## src/qsg_pkg.sv

```systemverilog
package qsg_pkg;

    // ------------------------------------------------------------
    // widths and register selects
    // ------------------------------------------------------------
    localparam int           DATA_W     = 16;
    localparam int           SEL_W      = 3;
    localparam logic [2:0]   SEL_EVENT  = 3'h0;
    localparam logic [2:0]   SEL_COND   = 3'h1;
    localparam logic [2:0]   SEL_ENABLE = 3'h2;
    localparam logic [2:0]   SEL_FALL   = 3'h3;
    localparam logic [2:0]   SEL_RISE   = 3'h4;

    // ------------------------------------------------------------
    // condition bit positions
    // ------------------------------------------------------------
    localparam int BIT_HIGH_VOLT   = 0;
    localparam int BIT_OVERCURRENT = 1;
    localparam int BIT_LOCAL_KEY   = 3;
    localparam int BIT_HEAT_LIMIT  = 4;
    localparam int BIT_SENSE_OPEN  = 5;
    localparam int BIT_AUX_UNREG   = 8;
    localparam int BIT_INHIBIT     = 9;
    localparam int BIT_MAIN_UNREG  = 10;
    localparam int BIT_AUX_CURRENT = 12;
    localparam int BIT_MEAS_OVER   = 14;

    // ------------------------------------------------------------
    // masks and reset values
    // ------------------------------------------------------------
    localparam logic [15:0] DEFINED_MASK = 16'h573b;
    localparam logic [15:0] WRITE_MASK   = 16'h7fff;
    localparam logic [15:0] RISE_RESET   = 16'h7fff;
    localparam logic [15:0] FALL_RESET   = 16'h0000;
    localparam logic [15:0] ENABLE_RESET = 16'h0000;
    localparam logic [15:0] ZERO_WORD    = 16'h0000;

    // mask off bit 15 of a written value, leaving the accepted 0..32767 range
    function automatic logic [15:0] fit_write(input logic [15:0] value);
        return value & WRITE_MASK;
    endfunction : fit_write

endpackage : qsg_pkg

```

## src/qsg_edge_filter.sv

```systemverilog
// ------------------------------------------------------------
// per-bit transition filter
// ------------------------------------------------------------
module qsg_edge_filter #(
    parameter int W = 16
) (
    input  wire logic [W-1:0] cond_i,
    input  wire logic [W-1:0] prev_i,
    input  wire logic [W-1:0] rise_filter_i,
    input  wire logic [W-1:0] fall_filter_i,
    output logic      [W-1:0] set_o
);

    // rising edge through rise filter, falling edge through fall filter
    assign set_o = (rise_filter_i & ~prev_i & cond_i)
                 | (fall_filter_i & prev_i & ~cond_i);

endmodule : qsg_edge_filter

```

## src/qsg_status_group.sv

```systemverilog
// Functional notes
// - condition register shows live inputs
// - event bits latch until cleared
// - event read returns value then clears
// - fall filter bit catches 1-to-0 edges
// - rise filter bit catches 0-to-1 edges
// - enable mask ORs events into summary
// - preset loads filters; writes clipped, read back
// - bit 0 high output voltage trip
// - bit 1 overcurrent trip
// - bit 3 local key pressed
// - bit 4 heat limit trip
// - bit 5 sense lead open
// - bit 8 aux output unregulated, dual only
// - bit 9 remote inhibit active
// - bit 10 main output unregulated
// - bit 12 aux current trip, dual only
// - bit 14 measurement overrange
// - preset sets rise, clears fall, enable
module qsg_status_group #(
    parameter bit DUAL_OUTPUT = 1'b1
) (
    input  wire logic        core_clk_i,
    input  wire logic        sys_rst_i,
    input  wire logic        high_output_voltage_trip_i,
    input  wire logic        overcurrent_trip_i,
    input  wire logic        local_key_pressed_i,
    input  wire logic        heat_limit_trip_i,
    input  wire logic        sense_lead_open_i,
    input  wire logic        aux_output_not_in_regulation_i,
    input  wire logic        remote_inhibit_active_i,
    input  wire logic        main_output_not_in_regulation_i,
    input  wire logic        aux_output_current_trip_i,
    input  wire logic        measurement_overrange_i,
    input  wire logic [2:0]  reg_sel_i,
    input  wire logic        reg_wr_i,
    input  wire logic        reg_rd_i,
    input  wire logic [15:0] reg_wdata_i,
    input  wire logic        status_preset_i,
    output logic      [15:0] reg_rdata_o,
    output logic             reg_rvalid_o,
    output logic             warning_summary_bit_o
);

    // ------------------------------------------------------------
    // declarations
    // ------------------------------------------------------------
    logic [15:0] warning_live_condition;
    logic [15:0] warning_event_latch;
    logic [15:0] warning_enable_mask;
    logic [15:0] warning_falling_filter;
    logic [15:0] warning_rising_filter;
    logic [15:0] cond_prev;
    logic [15:0] set_vec;
    logic [15:0] next_event;
    logic [15:0] next_enable;
    logic [15:0] read_word;
    logic        event_clear;
    logic        wr_enable;
    logic        wr_fall;
    logic        wr_rise;

    // ------------------------------------------------------------
    // live condition vector
    // ------------------------------------------------------------

    // unlisted bits stay tied low
    always_comb begin
        warning_live_condition = qsg_pkg::ZERO_WORD;
        warning_live_condition[qsg_pkg::BIT_HIGH_VOLT]   = high_output_voltage_trip_i;
        warning_live_condition[qsg_pkg::BIT_OVERCURRENT] = overcurrent_trip_i;
        warning_live_condition[qsg_pkg::BIT_LOCAL_KEY]   = local_key_pressed_i;
        warning_live_condition[qsg_pkg::BIT_HEAT_LIMIT]  = heat_limit_trip_i;
        warning_live_condition[qsg_pkg::BIT_SENSE_OPEN]  = sense_lead_open_i;
        warning_live_condition[qsg_pkg::BIT_AUX_UNREG]   =
            DUAL_OUTPUT & aux_output_not_in_regulation_i;
        warning_live_condition[qsg_pkg::BIT_INHIBIT]     = remote_inhibit_active_i;
        warning_live_condition[qsg_pkg::BIT_MAIN_UNREG]  =
            main_output_not_in_regulation_i;
        warning_live_condition[qsg_pkg::BIT_AUX_CURRENT] =
            DUAL_OUTPUT & aux_output_current_trip_i;
        warning_live_condition[qsg_pkg::BIT_MEAS_OVER]   = measurement_overrange_i;
    end

    // ------------------------------------------------------------
    // access decode
    // ------------------------------------------------------------

    // write and clearing-read strobes
    assign event_clear = reg_rd_i && (reg_sel_i == qsg_pkg::SEL_EVENT);
    assign wr_enable   = reg_wr_i && (reg_sel_i == qsg_pkg::SEL_ENABLE);
    assign wr_fall     = reg_wr_i && (reg_sel_i == qsg_pkg::SEL_FALL);
    assign wr_rise     = reg_wr_i && (reg_sel_i == qsg_pkg::SEL_RISE);

    // ------------------------------------------------------------
    // edge detection
    // ------------------------------------------------------------

    // previous-cycle condition for edge compare
    always_ff @(posedge core_clk_i or posedge sys_rst_i) begin
        if (sys_rst_i) begin
            cond_prev <= qsg_pkg::ZERO_WORD;
        end else begin
            cond_prev <= warning_live_condition;
        end
    end

    // transition filters
    qsg_edge_filter #(
        .W (qsg_pkg::DATA_W)
    ) u_edge_filter (
        .cond_i        (warning_live_condition),
        .prev_i        (cond_prev),
        .rise_filter_i (warning_rising_filter),
        .fall_filter_i (warning_falling_filter),
        .set_o         (set_vec)
    );

    // ------------------------------------------------------------
    // event latch
    // ------------------------------------------------------------

    // new sets survive a clearing read
    always_comb begin
        next_event = event_clear ? qsg_pkg::ZERO_WORD : warning_event_latch;
        next_event = (next_event | set_vec) & qsg_pkg::DEFINED_MASK;
    end

    // sticky event bits
    always_ff @(posedge core_clk_i or posedge sys_rst_i) begin
        if (sys_rst_i) begin
            warning_event_latch <= qsg_pkg::ZERO_WORD;
        end else begin
            warning_event_latch <= next_event;
        end
    end

    // ------------------------------------------------------------
    // control registers
    // ------------------------------------------------------------

    // enable mask, preset wins over a write
    always_comb begin
        next_enable = warning_enable_mask;
        if (status_preset_i) begin
            next_enable = qsg_pkg::ENABLE_RESET;
        end else if (wr_enable) begin
            next_enable = qsg_pkg::fit_write(reg_wdata_i);
        end
    end

    always_ff @(posedge core_clk_i or posedge sys_rst_i) begin
        if (sys_rst_i) begin
            warning_enable_mask <= qsg_pkg::ENABLE_RESET;
        end else begin
            warning_enable_mask <= next_enable;
        end
    end

    // falling edge filter
    always_ff @(posedge core_clk_i or posedge sys_rst_i) begin
        if (sys_rst_i) begin
            warning_falling_filter <= qsg_pkg::FALL_RESET;
        end else if (status_preset_i) begin
            warning_falling_filter <= qsg_pkg::FALL_RESET;
        end else if (wr_fall) begin
            warning_falling_filter <= qsg_pkg::fit_write(reg_wdata_i);
        end
    end

    // rising edge filter
    always_ff @(posedge core_clk_i or posedge sys_rst_i) begin
        if (sys_rst_i) begin
            warning_rising_filter <= qsg_pkg::RISE_RESET;
        end else if (status_preset_i) begin
            warning_rising_filter <= qsg_pkg::RISE_RESET;
        end else if (wr_rise) begin
            warning_rising_filter <= qsg_pkg::fit_write(reg_wdata_i);
        end
    end

    // ------------------------------------------------------------
    // summary bit
    // ------------------------------------------------------------

    // or of enabled events, aligned with the latch
    always_ff @(posedge core_clk_i or posedge sys_rst_i) begin
        if (sys_rst_i) begin
            warning_summary_bit_o <= 1'b0;
        end else begin
            warning_summary_bit_o <= |(next_event & next_enable);
        end
    end

    // ------------------------------------------------------------
    // read path
    // ------------------------------------------------------------

    // read mux, unmapped selects return zero
    always_comb begin
        case (reg_sel_i)
            qsg_pkg::SEL_EVENT:  read_word = warning_event_latch;
            qsg_pkg::SEL_COND:   read_word = warning_live_condition;
            qsg_pkg::SEL_ENABLE: read_word = warning_enable_mask;
            qsg_pkg::SEL_FALL:   read_word = warning_falling_filter;
            qsg_pkg::SEL_RISE:   read_word = warning_rising_filter;
            default:             read_word = qsg_pkg::ZERO_WORD;
        endcase
    end

    // registered read data and valid pulse
    always_ff @(posedge core_clk_i or posedge sys_rst_i) begin
        if (sys_rst_i) begin
            reg_rdata_o  <= qsg_pkg::ZERO_WORD;
            reg_rvalid_o <= 1'b0;
        end else begin
            reg_rvalid_o <= reg_rd_i;
            if (reg_rd_i) begin
                reg_rdata_o <= read_word;
            end
        end
    end
endmodule : qsg_status_group

```

## config.mk

```make
export PLATFORM = sky130hd
export DESIGN_NAME = qsg_status_group
export DESIGN_NICKNAME = d
export VERILOG_FILES = /design/src/qsg_pkg.sv /design/src/qsg_edge_filter.sv /design/src/qsg_status_group.sv
export SDC_FILE = /design/constraint.sdc
export NUM_CORES = 1
export LEC_CHECK = 0
export BUFFER_PORTS_ARGS = -buffer_cell sky130_fd_sc_hd__buf_2
export CORE_UTILIZATION = 30
export DETAILED_ROUTE_END_ITERATION = 10
export GPL_TIMING_DRIVEN = 1
export PLACE_DENSITY = 0.47
export SYNTH_ARGS = -nofsm -noshare
export SYNTH_HDL_FRONTEND = slang
export SYNTH_HIERARCHICAL = 1
export SYNTH_SLANG_ARGS = --single-unit
export TNS_END_PERCENT = 50
```

## constraint.sdc

```tcl
create_clock -name core_clk_i -period 3.09 [get_ports core_clk_i]
set_clock_uncertainty 0.05 [all_clocks]
set_input_delay 0 -clock core_clk_i [delete_from_list [all_inputs] [get_ports core_clk_i]]
set_output_delay 0 -clock core_clk_i [all_outputs]
set_load 0.01 [all_outputs]
```

==> flow_metrics.tcl <==
set metrics [dict create \
    cts_sinks 83 \
    fp.dieH_um 114 \
    setup_viol 0 \
    die_x_um 114 \
    fmax_ghz 0.579 \
    fin_nets 466 \
    root_buffer "clkbuf_16" \
    fp.dieArea_sq_um 13100 \
    grt-ovfl-total 0 \
    r2r_slack_ns 1.65 \
    worstPathCellList "buf_2 > and4bb_2 > mux2i_1 > o22ai_1 > nor2_1 > a21oi_1" \
    drcViolationCount 0 \
    clock_latency_ns 0.34 \
    max_stage_delay_ns 0.83 \
    hp-start "reg_rd_i" \
    cp-start-kind "input port" \
    swShare_pct 23.9 \
    end_kind "flop" \
    synthToLayoutAreaGrowth_pct 25.1 \
    grt_max_degree 47 \
    start_util_pct 31.1 \
    fin_crit_sh_pct 55.9 \
    final_core_util_pct 38.9 \
    io_buffers 50 \
    p_leak_nw 2.03 \
    cts_buffers 9 \
    hold_violations 0 \
    ir_drop_mv 0.190 \
    seqPwrFrac_pct 46.6 \
    grtUsageTotal_pct 16.5 \
    clkTransAtPathRegs_ns 0.06 \
    num_antenna_cells 0 \
    crit_type "input port to flop" \
    io_pins 52 \
    power_switching_mw 0.608 \
    yosysWarnings 6 \
    r2r-start "warning_falling_filter[3]" \
    crit_slowest_cell "and4bb_2" \
    routabilityCongestion 0.722 \
    cts_tree "done" \
    grt_pass1_vias 2923 \
    fp-row-count 40 \
    cp_num_buf_inv 1 \
    period_needed_ns 1.73 \
    slew_headroom_pct 41.6 \
    pwr-share-comb_pct 11.8 \
    critPathRequiredTime_ns 3.21 \
    holdPathStages 2 \
    dp_hpwl_um 6290 \
    cp.arrival_ns 1.85 \
    syn_nets 394 \
    crit_fanout 20 \
    clkPwrFrac_pct 41.6 \
    p_int_mw 1.93 \
    hold_class "input port to flop" \
    slew_violations 0 \
    wl_per_cell_um 16.3 \
    setup_tns_ns 0 \
    reg2reg_to "reg_rdata_o[3]" \
    routed_wirelength_um 9860 \
    postRouteAntennaNets 0 \
    first_pass_iters 4 \
    hold_buffers 26 \
    drive_above_1_share_pct 25.2 \
    syn_area_sq_um 3780 \
    syn_area_per_cell_sq_um 10.5 \
    antenna_found_initial 0 \
    cts_max_path_buffers 2 \
    drt_iter0_markers 107 \
    worst_pin_slew_ns 0.876 \
    ctsResizeCount 0 \
    status "finished clean" \
    grt_pass1_wl_um 15800 \
    rsz0062_at_grt "false" \
    cap_violations 0 \
    cts_setup_buffers 0 \
    via_per_inst 4.72 \
    htree_levels 3 \
    r2r_cells 3 \
    crit_family "simple AND/OR/NAND/NOR gates" \
    route.vias.total 2853 \
    p_per_area_nw_per_um2 537 \
    core_area_sq_um 12200 \
    synthCells 360 \
    worstHoldEndpoint "reg_rvalid_o" \
]
## state kept, by name, indices dropped and copies added (netlist names)
signal,flops
warning_summary_bit_o,1
reg_rvalid_o,1
warning_falling_filter,15
reg_rdata_o,16
cond_prev,10
warning_enable_mask,15
warning_rising_filter,15
warning_event_latch,10
## through the flow
step	power, mW	hold slack (ns)	worst slack (ns)	instances	instance area, sq um
after global routing	2.65	0.0476	1.22	605	4730
after floorplan	1.37	-0.0186	0.928	360	3780
after detailed placement	1.48	0.112	0.987	563	4180
after global placement	1.48	0.107	1.01	563	4180
after CTS	2.57	0.0300	1.34	605	4730
final	2.54	0.0338	1.36	605	4730
## worst max path at each step
stage,start,end,slack [ns],cells after the start
2_1_floorplan,sys_rst_i,cond_prev[0],0.93,1
3_3_place_gp,reg_sel_i[0],warning_summary_bit_o,1.01,6
3_5_place_dp,reg_sel_i[0],warning_summary_bit_o,0.99,6
4_1_cts,reg_sel_i[0],warning_summary_bit_o,1.34,6
5_1_grt,reg_sel_i[0],warning_summary_bit_o,1.22,6
6_report,reg_sel_i[0],warning_summary_bit_o,1.36,6
## final cells by class
| class | instances | area, sq um |
|---|---|---|
| multi-input combinational | 243 | 1530 |
| fill | 1235 | 7430 |
| inverter | 13 | 50.0 |
| timing repair buffer | 82 | 556 |
| clock buffer | 14 | 254 |
| sequential | 83 | 2100 |
| tap | 168 | 210 |
| clock inverter | 2 | 35.0 |
## routing by layer
| metal | vias up | GRT usage, % | wire [um] |
|---|---|---|---|
| met4 | 0 | 6.75 | 142 |
| met5 | - | 0 | 0 |
| met3 | 13 | 2.22 | 246 |
| met2 | 40 | 26.9 | 4720 |
| met1 | 1414 | 22.0 | 4760 |
| li1 | 1386 | - | - |
## cell usage in the layout, fill, tap and decap left out, drive strengths merged
master,n
dlygate4sd3,26
inv,11
a21oi,36
nand2,72
and4bb,1
clkbuf,14
mux4,10
buf,56
nor2b,2
mux2i,20
and2,1
or4b,1
nand3b,26
a221oi,10
clkinv,3
o21ai,9
nand3,1
nor2,46
nor3,2
and3,1
o22ai,5
dfrtp,68
bufinv,1
dfstp,15
## power groups by stage
stage                     Sequential, mW  Combinational (mW)  Clock, mW
final                               1.18               0.298       1.06
after floorplan                     1.21               0.161          0
after detailed placement            1.20               0.279          0
after CTS                           1.18               0.304       1.08
after global placement              1.20               0.277          0
after global routing                1.19               0.335       1.12
No activity file was read; power rests on OpenSTA's default activity.
